### src/inc/hwstack_pkg.sv
// Shared constants and types for the hardware stack cache
package hwstack_pkg;

    localparam int unsigned XLEN = 32;
    localparam int unsigned CSR_AW = 12;

    // CSR numbers in the custom read/write space
    localparam logic [CSR_AW-1:0] CSR_STACK_CONTROL      = 12'h7c0;
    localparam logic [CSR_AW-1:0] CSR_STACK_REGION_START = 12'h7c1;
    localparam logic [CSR_AW-1:0] CSR_STACK_TOP_POINTER  = 12'h7c2;
    localparam logic [CSR_AW-1:0] CSR_STACK_REGION_LIMIT = 12'h7c3;
    localparam logic [CSR_AW-1:0] CSR_PUSH_PORT          = 12'h7c4;
    localparam logic [CSR_AW-1:0] CSR_POP_PORT           = 12'h7c5;

    // Control register layout
    localparam int unsigned CTRL_EN_BIT   = 0;
    localparam int unsigned CTRL_FILL_LSB = 8;
    localparam int unsigned CTRL_FILL_MSB = 31;

    // Values after reset
    localparam logic [XLEN-1:0] RESET_ADDR = 32'h0000_0000;
    localparam logic [XLEN-1:0] RESET_DATA = 32'h0000_0000;

    // Byte step between stack words
    localparam logic [XLEN-1:0] WORD_BYTES = 32'h0000_0004;

    typedef enum logic [2:0] {
        SEL_NONE    = 3'b000,
        SEL_CONTROL = 3'b001,
        SEL_START   = 3'b010,
        SEL_POINTER = 3'b011,
        SEL_LIMIT   = 3'b100,
        SEL_PUSH    = 3'b101,
        SEL_POP     = 3'b110
    } csr_sel_type;

    typedef enum logic [1:0] {
        XFER_IDLE   = 2'b00,
        XFER_SPILL  = 2'b01,
        XFER_REFILL = 2'b10
    } xfer_state_type;

    // Request from the core's CSR unit
    typedef struct packed {
        logic              write;
        logic [CSR_AW-1:0] addr;
        logic [XLEN-1:0]   wdata;
    } csr_req_type;

    // One beat towards main memory
    typedef struct packed {
        logic            write;
        logic [XLEN-1:0] addr;
        logic [XLEN-1:0] wdata;
        logic            last;
    } mem_req_type;

endpackage : hwstack_pkg

### src/logic/csr_hardware_stack_cache.sv
// Hardware stack cache: CSR logic, top-of-stack cache, memory transfers, control
// Function
// [RULE1] Writing the push port places the data as the new top element.
// [RULE2] Reading the pop port returns the top element and removes it.
// [RULE3] Control bit 0 enables; clearing it flushes all cached content to memory.
// [RULE4] Control upper field reports cache fill; writes to it are ignored.
// [RULE5] Region start CSR holds the address where the stack region begins.
// [RULE6] Top pointer CSR holds current memory top address, readable and writable.
// [RULE7] Region limit CSR holds the address where the stack region ends.
// [RULE8] Top elements live in a local cache; memory moves run independently.
// [RULE9] An empty cache is refilled with the next elements from memory.
// [RULE10] A full cache stores elements out to memory to make room; here only while a whole burst fits before the region limit.
// [RULE11] Cache-memory transfers are bursts sized by a synthesis parameter.
// [RULE12] Cache capacity is set by a synthesis parameter.
// [RULE13] Configuration and runtime CSR accesses may take wait states.
// [RULE14] At most one memory transaction is outstanding at any time.
// [RULE15] The block computes all stack memory addresses itself.
// [RULE16] Software sets start, pointer, limit, then writes 1 to control.
// [RULE17] Context switch: disable, swap start/pointer/limit, enable again.
// [RULE18] Pop on empty or push on full stalls until the pending transfer ends.
`timescale 1ns/1ps

module csr_hardware_stack_cache
    import hwstack_pkg::*;
#(
    parameter int unsigned STACK_SIZE       = 16,
    parameter int unsigned STACK_BURST_SIZE = 4
)(
    // Clock and reset
    input  wire logic        ref_clk,
    input  wire logic        resetn,
    // CSR port from the core
    input  wire logic        csr_valid,
    input  wire csr_req_type csr_req,
    output logic             csr_ready,
    output logic             csr_error,
    output logic [XLEN-1:0]  csr_rdata,
    // Memory port
    output logic             mem_valid,
    output mem_req_type      mem_req,
    input  wire logic        mem_ack,
    input  wire logic [XLEN-1:0] mem_rdata
);

    localparam int unsigned IW = $clog2(STACK_SIZE);
    localparam int unsigned FW = $clog2(STACK_SIZE + 1);
    localparam int unsigned BW = $clog2(STACK_BURST_SIZE + 1);
    localparam logic [FW-1:0] FULL_FILL = FW'(STACK_SIZE);
    localparam logic [BW-1:0] BURST_CNT = BW'(STACK_BURST_SIZE);

    function automatic csr_sel_type csr_decode(input logic [CSR_AW-1:0] a);
        case (a)
            CSR_STACK_CONTROL:      csr_decode = SEL_CONTROL;
            CSR_STACK_REGION_START: csr_decode = SEL_START;
            CSR_STACK_TOP_POINTER:  csr_decode = SEL_POINTER;
            CSR_STACK_REGION_LIMIT: csr_decode = SEL_LIMIT;
            CSR_PUSH_PORT:          csr_decode = SEL_PUSH;
            CSR_POP_PORT:           csr_decode = SEL_POP;
            default:                csr_decode = SEL_NONE;
        endcase
    endfunction : csr_decode

    function automatic logic [XLEN-1:0] bytes_of(input logic [BW-1:0] n);
        bytes_of = XLEN'(n) << 2;
    endfunction : bytes_of

    ////////////////////////////////////////////////////////////////////////////
    // State

    logic [XLEN-1:0]  cache_mem [STACK_SIZE];
    logic             ctrl_en_reg;
    logic             flush_reg;
    logic [XLEN-1:0]  start_reg;
    logic [XLEN-1:0]  pointer_reg;
    logic [XLEN-1:0]  limit_reg;
    logic [FW-1:0]    fill_reg;
    logic [FW-1:0]    fill_next;
    logic [IW-1:0]    bot_reg;
    xfer_state_type   state_reg;
    logic [BW-1:0]    beat_reg;
    logic [BW-1:0]    count_reg;
    logic             ack_reg;
    logic             err_reg;
    logic [XLEN-1:0]  rdata_reg;
    logic             mem_valid_reg;
    mem_req_type      mem_req_reg;

    ////////////////////////////////////////////////////////////////////////////
    // Decisions

    csr_sel_type      sel;
    logic [IW-1:0]    top_idx;
    logic [IW-1:0]    push_idx;
    logic [XLEN-1:0]  words_below;
    logic [XLEN-1:0]  words_room;
    logic             spill_start;
    logic             refill_start;
    logic [BW-1:0]    start_count;
    logic             xfer_last;
    logic             spill_done;
    logic             refill_done;
    logic             cfg_busy;
    logic             req_new;
    logic             do_push;
    logic             do_pop;
    logic             underflow;
    logic             accept;

    assign sel      = csr_decode(csr_req.addr);
    assign top_idx  = bot_reg + IW'(fill_reg) - IW'(1);
    assign push_idx = bot_reg + IW'(fill_reg);
    assign words_below = (pointer_reg - start_reg) >> 2;
    assign words_room  = (limit_reg >= pointer_reg) ? ((limit_reg - pointer_reg) >> 2) : '0;

    // Spill on full (bounded by the region limit) or while flushing
    assign spill_start = (state_reg == XFER_IDLE)
                       && ((ctrl_en_reg && fill_reg == FULL_FILL
                            && words_room >= XLEN'(STACK_BURST_SIZE))       // see [RULE10]
                           || (flush_reg && fill_reg != '0));               // see [RULE3]
    assign refill_start = (state_reg == XFER_IDLE) && !spill_start && ctrl_en_reg
                        && !flush_reg && fill_reg == '0
                        && words_below != '0;                               // see [RULE9]

    always_comb
    begin
        start_count = BURST_CNT;                                            // see [RULE11]
        if (spill_start && flush_reg && fill_reg < FW'(STACK_BURST_SIZE))
        begin
            start_count = BW'(fill_reg);
        end
        else if (refill_start && words_below < XLEN'(STACK_BURST_SIZE))
        begin
            start_count = BW'(words_below);
        end
    end

    assign xfer_last   = mem_ack && mem_valid_reg && (beat_reg == count_reg - BW'(1));
    assign spill_done  = xfer_last && (state_reg == XFER_SPILL);
    assign refill_done = xfer_last && (state_reg == XFER_REFILL);

    // Configuration waits while a transfer or flush is under way
    assign cfg_busy = (state_reg != XFER_IDLE) || flush_reg
                    || spill_start || refill_start;                         // see [RULE13]

    assign req_new   = csr_valid && !ack_reg;
    assign underflow = (fill_reg == '0) && (state_reg == XFER_IDLE)
                     && !refill_start && words_below == '0;

    always_comb
    begin
        accept  = 1'b0;
        do_push = 1'b0;
        do_pop  = 1'b0;
        if (req_new)
        begin
            case (sel)
                SEL_PUSH:
                begin
                    // Waits on a full cache or a transfer
                    accept  = !ctrl_en_reg || !csr_req.write
                            || (fill_reg != FULL_FILL && !cfg_busy);        // see [RULE18]
                    do_push = accept && ctrl_en_reg && csr_req.write;
                end
                SEL_POP:
                begin
                    // Empty cache waits for its refill; popping spill entries waits
                    accept = !ctrl_en_reg || csr_req.write || underflow
                           || ((fill_reg != '0)
                               && !(state_reg == XFER_SPILL
                                    && fill_reg <= FW'(count_reg)));        // see [RULE18]
                    do_pop = accept && ctrl_en_reg && !csr_req.write && fill_reg != '0;
                end
                SEL_NONE: accept = 1'b1;
                default:  accept = !cfg_busy;                               // see [RULE13]
            endcase
        end
    end

    always_comb
    begin
        fill_next = fill_reg;
        if (do_push)
        begin
            fill_next = fill_next + FW'(1);
        end
        if (do_pop)
        begin
            fill_next = fill_next - FW'(1);
        end
        if (refill_done)
        begin
            fill_next = fill_next + FW'(count_reg);
        end
        if (spill_done)
        begin
            fill_next = fill_next - FW'(count_reg);
        end
    end

    ////////////////////////////////////////////////////////////////////////////
    // CSR answers

    always_ff @(posedge ref_clk or negedge resetn)
    begin
        if (!resetn)
        begin
            ack_reg   <= 1'b0;
            err_reg   <= 1'b0;
            rdata_reg <= RESET_DATA;
        end
        else
        begin
            ack_reg <= accept;
            if (accept)
            begin
                err_reg   <= (sel == SEL_NONE);
                rdata_reg <= RESET_DATA;
                case (sel)
                    SEL_CONTROL:
                    begin
                        rdata_reg[CTRL_FILL_MSB:CTRL_FILL_LSB] <=
                            (CTRL_FILL_MSB - CTRL_FILL_LSB + 1)'(fill_reg); // see [RULE4]
                        rdata_reg[CTRL_EN_BIT] <= ctrl_en_reg;
                    end
                    SEL_START:   rdata_reg <= start_reg;                   // see [RULE5]
                    SEL_POINTER: rdata_reg <= pointer_reg;                 // see [RULE6]
                    SEL_LIMIT:   rdata_reg <= limit_reg;                   // see [RULE7]
                    SEL_POP:
                    begin
                        if (do_pop)
                        begin
                            rdata_reg <= cache_mem[top_idx];               // see [RULE2]
                        end
                    end
                    default:     rdata_reg <= RESET_DATA;
                endcase
            end
        end
    end

    assign csr_ready = ack_reg;
    assign csr_error = err_reg;
    assign csr_rdata = rdata_reg;

    ////////////////////////////////////////////////////////////////////////////
    // Configuration registers

    always_ff @(posedge ref_clk or negedge resetn)
    begin
        if (!resetn)
        begin
            ctrl_en_reg <= 1'b0;
            flush_reg   <= 1'b0;
            start_reg   <= RESET_ADDR;
            limit_reg   <= RESET_ADDR;
        end
        else
        begin
            if (accept && csr_req.write && sel == SEL_CONTROL)
            begin
                // Only the enable bit is writable
                ctrl_en_reg <= csr_req.wdata[CTRL_EN_BIT];                 // see [RULE4]
                if (ctrl_en_reg && !csr_req.wdata[CTRL_EN_BIT] && fill_reg != '0)
                begin
                    flush_reg <= 1'b1;                                     // see [RULE3]
                end
            end
            else if (flush_reg && fill_reg == '0 && state_reg == XFER_IDLE)
            begin
                flush_reg <= 1'b0;
            end
            if (accept && csr_req.write && sel == SEL_START)
            begin
                start_reg <= csr_req.wdata;                                // see [RULE5]
            end
            if (accept && csr_req.write && sel == SEL_LIMIT)
            begin
                limit_reg <= csr_req.wdata;                                // see [RULE7]
            end
        end
    end

    // Memory top pointer follows each finished burst
    always_ff @(posedge ref_clk or negedge resetn)
    begin
        if (!resetn)
        begin
            pointer_reg <= RESET_ADDR;
        end
        else if (accept && csr_req.write && sel == SEL_POINTER)
        begin
            pointer_reg <= csr_req.wdata;                                  // see [RULE6]
        end
        else if (spill_done)
        begin
            pointer_reg <= pointer_reg + bytes_of(count_reg);              // see [RULE15]
        end
        else if (refill_done)
        begin
            pointer_reg <= pointer_reg - bytes_of(count_reg);              // see [RULE15]
        end
    end

    ////////////////////////////////////////////////////////////////////////////
    // Top-of-stack cache

    always_ff @(posedge ref_clk or negedge resetn)
    begin
        if (!resetn)
        begin
            fill_reg <= '0;
            bot_reg  <= '0;
        end
        else
        begin
            fill_reg <= fill_next;                                         // see [RULE12]
            if (spill_done)
            begin
                bot_reg <= bot_reg + IW'(count_reg);
            end
            else if (refill_done)
            begin
                bot_reg <= bot_reg - IW'(count_reg);
            end
        end
    end

    // Storage has no reset; the fill count says what is valid
    always_ff @(posedge ref_clk)
    begin
        if (do_push)
        begin
            cache_mem[push_idx] <= csr_req.wdata;                          // see [RULE1]
        end
        if (mem_ack && mem_valid_reg && state_reg == XFER_REFILL)
        begin
            cache_mem[bot_reg - IW'(count_reg) + IW'(beat_reg)] <= mem_rdata;  // see [RULE9]
        end
    end

    ////////////////////////////////////////////////////////////////////////////
    // Memory transfers, one beat in flight at a time

    always_ff @(posedge ref_clk or negedge resetn)
    begin
        if (!resetn)
        begin
            state_reg     <= XFER_IDLE;
            beat_reg      <= '0;
            count_reg     <= '0;
            mem_valid_reg <= 1'b0;
            mem_req_reg   <= '0;
        end
        else
        begin
            case (state_reg)
                XFER_IDLE:
                begin
                    beat_reg <= '0;
                    if (spill_start)
                    begin
                        state_reg         <= XFER_SPILL;                   // see [RULE8]
                        count_reg         <= start_count;
                        mem_valid_reg     <= 1'b1;
                        mem_req_reg.write <= 1'b1;
                        mem_req_reg.addr  <= pointer_reg;                  // see [RULE15]
                        mem_req_reg.wdata <= cache_mem[bot_reg];
                        mem_req_reg.last  <= (start_count == BW'(1));
                    end
                    else if (refill_start)
                    begin
                        state_reg         <= XFER_REFILL;                  // see [RULE8]
                        count_reg         <= start_count;
                        mem_valid_reg     <= 1'b1;
                        mem_req_reg.write <= 1'b0;
                        mem_req_reg.addr  <= pointer_reg - bytes_of(start_count);
                        mem_req_reg.wdata <= RESET_DATA;
                        mem_req_reg.last  <= (start_count == BW'(1));
                    end
                end
                XFER_SPILL, XFER_REFILL:
                begin
                    if (xfer_last)
                    begin
                        state_reg     <= XFER_IDLE;
                        mem_valid_reg <= 1'b0;                             // see [RULE14]
                    end
                    else if (mem_ack)
                    begin
                        // Next beat only after the previous one is answered
                        beat_reg          <= beat_reg + BW'(1);            // see [RULE14]
                        mem_req_reg.addr  <= mem_req_reg.addr + WORD_BYTES;
                        mem_req_reg.wdata <= (state_reg == XFER_SPILL)
                            ? cache_mem[bot_reg + IW'(beat_reg) + IW'(1)] : RESET_DATA;
                        mem_req_reg.last  <= (beat_reg + BW'(2) == count_reg);
                    end
                end
                default:
                begin
                    state_reg     <= XFER_IDLE;
                    mem_valid_reg <= 1'b0;
                end
            endcase
        end
    end

    assign mem_valid = mem_valid_reg;
    assign mem_req   = mem_req_reg;

endmodule : csr_hardware_stack_cache

### config.mk
export PLATFORM = sky130hd
export DESIGN_NAME = csr_hardware_stack_cache
export DESIGN_NICKNAME = d
export VERILOG_FILES = /design/src/inc/hwstack_pkg.sv /design/src/logic/csr_hardware_stack_cache.sv
export SDC_FILE = /design/constraint.sdc
export NUM_CORES = 2
export LEC_CHECK = 0
export BUFFER_PORTS_ARGS = -buffer_cell sky130_fd_sc_hd__clkbuf_2
export CAP_MARGIN = 20
export CORE_MARGIN = 8
export CORE_UTILIZATION = 35
export DETAILED_ROUTE_END_ITERATION = 16
export GPL_TIMING_DRIVEN = 0
export MAX_ROUTING_LAYER = met4
export SETUP_SLACK_MARGIN = 0.05
export SYNTH_ARGS = -nofsm -noshare
export SYNTH_HDL_FRONTEND = slang
export SYNTH_SLANG_ARGS = --single-unit
export TNS_END_PERCENT = 100
### constraint.sdc
create_clock -name ref_clk -period 6.7 [get_ports ref_clk]
set_input_delay 0.335 -clock ref_clk [delete_from_list [all_inputs] [get_ports ref_clk]]
set_output_delay 0.335 -clock ref_clk [all_outputs]
set_load 0.005 [all_outputs]
==> impl_metrics.toml <==
[layout]
multi_input_area_um2 = 23300
design.final.nets = 4013
final_layout_size_suffix_gt1_share_pct = 27.4
fillers = 11800
sequential_cell_area_um2 = 20800
largest_reg_flops = 512
finish.utilization_pct = 41.3
area.growth.synth_to_final_pct = 17.2

[placement]
count_of_input_and_output_buffers = 180
dp_hpwl_mm = 131
gp_routability_congestion = 0.968

[timing]
final_setup_violations = 2
max_freq_mhz = 148
finalWorstSetupSlack_ns = -0.0756
fin_worst_skew_ns = 0.0522
hold_viol = 0
fin_worst_hold_slack_ns = 0.0569
max_transition_viols_final = 0
fin_crit_ns = 6.78
worst_pin_slew_ns = 1.29
rsz0062_at_grt = "true"
timing.slew.headroom_pct = 14.1
finalCritPeriodShare_pct = 101

[drt]
drt_first_iter_violations = 4720
wl_per_cell_um = 31.7
viasPerCell = 6.36
ant_nets = 0
drc = 0
detailedRoute.firstPassIterationCount = 6
drt_wl_total_mm = 175
route.vias.total = 35200

[synthesis]
synth-seq-area-share_pct = 46.2
syn-instance-count = 3443
ys_dominant_reg_cell = "sky130_fd_sc_hd__edfxtp_1"
postSynth.asyncResetShare_pct = 29.7
ys_warn_count = 0
synth_enable_flop_cells = 512
syn-cell-area_um2 = 45000
postSynthNetCount = 3664
distinct_cells_synth = 91
synthesis.area_per_instance_um2 = 13.1
postSynthRegisterBits = 728

[setup_path]
critical_path_required_ns = 7.25
critPathLaunchType = "flip-flop"
worstSetupPathType = "flip-flop to flip-flop"
crit_path_max_fanout = 19
crit_path_end_kind = "flip-flop"
worst-endpoint-arrival_ns = 7.33
critical-path-slowest-cell = "sky130_fd_sc_hd__a211oi_1"
cp_cell_sequence = "buf_2 -> clkbuf_2 -> inv_1 -> fa_1 -> xnor2_1 -> xor2_1 -> clkbuf_1 -> clkbuf_1 -> a211oi_1 -> a211oi_1 -> a21oi_1 -> o21ai_0"
critPathMaxStageDelay_ns = 0.90
reg2reg_depth = 12

[floorplanning]
floorplan.die.width_um = 374
die_height_um = 374
ioPinCount = 182
fp.dieArea_um2 = 140000
initial_utilization_pct = 35.3
core_area_um2 = 128000
core.rowCount = 131

[clock_tree]
worst_skew_pair.late_latency_ns = 0.67
cts_tree = "built"
clkSinkCount = 728
cts-buffers-inserted = 80
max-clock-path-buffers = 3
cts_htree_levels = 3
ctsRootBufferMaster = "sky130_fd_sc_hd__clkbuf_16"
path_clk_slew_ns = 0.06

[pwr]
p_sw_uw = 3410
vdd_drop_max_v = 0.000193
internal-power_uw = 8600
switching_share_pct = 28.4
comb_power_share_pct = 19.5
total_leakage_power_uw = 0.0191
pwr-share-clk_pct = 39.6
power.sequential.fraction_pct = 40.9
pwr_density_nw_per_um2 = 228

[grt]
antenna_found_initial = 8
grt_overflow = 0
grt_max_degree = 95
first_pass_grt_wire_length_mm = 248
grt_pass1_vias = 34100
global_route.usage.total_pct = 24.8

[min_path]
worstHoldPathCells = 2
min-delay-path-class = "input pin to flip-flop"

[outcome]
status = "finished with violations"
violations = "setup timing"

[run]
drv.max_cap_violation_count = 0
cells in the mapped netlist (all sizes together), types with 17 or more instances:
cell    instances  area share, %
edfxtp        512             34
mux4          424             21
nand2         333            2.8
dfrtp         216             12
a21oi         212            2.4
o21ai         172            1.9
clkbuf        163            1.4
nor2          156            1.3
mux2i         138            3.1
ha            131            3.6
inv           118           0.99
mux2          101            2.8
xnor2          68            1.3
a211oi         62            1.1
nand3          59           0.66
buf            57           0.59
nor3           47           0.56
and3           45           0.64
nor2b          44           0.61
a21o           33           0.55
a32oi          32           0.62
xor2           30           0.58
o22ai          26           0.38
nand4          22           0.31
a22oi          20           0.33
nand2b         18           0.27
o211ai         17           0.28
critical path, delay by kind of cell (launching register included):
| family | cells | cell delay, ns |
|---|---|---|
| buf+inv | 5 | 2.85 |
| compound gates | 4 | 1.59 |
| xor+xnor | 2 | 1.02 |
| flops | 1 | 0.73 |
| fa+ha+maj | 1 | 0.45 |
layer usage:
layer	track usage [%]	vias to the layer above	part of all wire [%]	wire [um]
met1	31.9	17800	38	67400
met5	-	-	0	0
met4	9.93	0	4.8	8390
li1	-	14300	-	-
met2	36.9	2532	44	77300
met3	7.38	498	13	22400
power by group through the flow:
stage,logic (uW),registers [uW],clock network (uW)
detailed placement,2270,5000,0
finish,2340,4910,4760
CTS,2290,4900,4770
global route,2430,4910,4940
global placement,2160,5000,0
floorplan,1400,4980,0
repair_timing:
item | CTS | global route
endpoints found under the setup margin | 278 | 220
buffers inserted | 11 | 9
hold buffers | 10 | 0
gates cloned | 0 | 0
resized for setup | 63 | 52
pin swaps | 7 | 14
endpoints found under the hold margin | 65 | 0
area by class of cell:
class                           instances  area share, %
Clock buffer                          113           4.32
Buffer                                211           1.69
Antenna cell                            7         0.0332
Sequential cell                       728           39.5
Tap cell                             1662           3.95
Inverter                              118          0.848
Clock inverter                         37           1.01
Timing Repair Buffer                  276           4.42
Multi-Input combinational cell       2377           44.2
logic make-up after synthesis:
| kind of cell | synth area share (%) |
|---|---|
| AND/OR/NAND/NOR | 8.33 |
| flip-flops | 46.2 |
| AO/OA/AOI/OAI | 9.47 |
| multiplexers | 27.1 |
| buffers and inverters | 2.93 |
| adder cells (fa/ha/maj) | 4.05 |
| XOR/XNOR | 1.91 |
cell usage in the layout, fill, tap and decap left out, types with 17 or more instances in the layout:
master | netlist | final
sky130_fd_sc_hd__a22oi_1 | 20 | 20
sky130_fd_sc_hd__clkbuf_1 | 163 | 156
sky130_fd_sc_hd__a211oi_1 | 60 | 57
sky130_fd_sc_hd__inv_1 | 118 | 115
sky130_fd_sc_hd__xnor2_1 | 68 | 67
sky130_fd_sc_hd__nor3_1 | 44 | 40
sky130_fd_sc_hd__nand2_1 | 333 | 332
sky130_fd_sc_hd__mux2_4 | 30 | 30
sky130_fd_sc_hd__dfrtp_1 | 216 | 200
sky130_fd_sc_hd__nand2b_1 | 17 | 17
sky130_fd_sc_hd__clkbuf_16 | 0 | 82
sky130_fd_sc_hd__buf_1 | 43 | 36
sky130_fd_sc_hd__mux2i_1 | 137 | 135
sky130_fd_sc_hd__o22ai_1 | 25 | 24
sky130_fd_sc_hd__buf_4 | 3 | 25
sky130_fd_sc_hd__xor2_1 | 30 | 29
sky130_fd_sc_hd__mux2_2 | 67 | 67
sky130_fd_sc_hd__nor2b_1 | 44 | 43
sky130_fd_sc_hd__nand3_1 | 59 | 58
sky130_fd_sc_hd__o211ai_1 | 17 | 17
sky130_fd_sc_hd__a32oi_1 | 32 | 32
sky130_fd_sc_hd__buf_8 | 0 | 31
sky130_fd_sc_hd__mux4_2 | 424 | 424
sky130_fd_sc_hd__a21o_1 | 33 | 33
sky130_fd_sc_hd__nand4_1 | 22 | 22
sky130_fd_sc_hd__and3_1 | 44 | 43
sky130_fd_sc_hd__o21ai_0 | 169 | 164
sky130_fd_sc_hd__clkbuf_2 | 0 | 197
sky130_fd_sc_hd__edfxtp_1 | 512 | 512
sky130_fd_sc_hd__a21oi_1 | 212 | 195
sky130_fd_sc_hd__ha_1 | 131 | 129
sky130_fd_sc_hd__nor2_1 | 156 | 139
path summary, 6_finish.rpt:
| kind | from | end | slack, ns |
|---|---|---|---|
| worst min register to register | csr_rdata[23] | csr_rdata[23] | 0.48 |
| min in group asynchronous | resetn | csr_rdata[6] | 0.21 |
| worst max-delay path | bot_reg[1] | csr_rdata[5] | -0.08 |
| max in group asynchronous | resetn | csr_rdata[26] | 5.13 |
| worst min-delay path | csr_req[24] | pointer_reg[24] | 0.06 |
| worst max register to register | bot_reg[1] | csr_rdata[5] | -0.08 |
metrics by stage:
step / std cells / cell area (um2) / worst slack, ns / power [uW] / TNS [ns]
global route: 5529 / 52700 / -0.171 / 12300 / -0.202
CTS: 5513 / 52400 / 0.0174 / 12000 / 0
finish: 5529 / 52700 / -0.0756 / 12000 / -0.139
detailed placement: 5345 / 49200 / -1.57 / 7270 / -91.02
floorplan: 3443 / 45000 / 0.503 / 6380 / 0
global placement: 5285 / 47900 / -3.09 / 7160 / -1345.49
(Power assumes the default switching activity.)
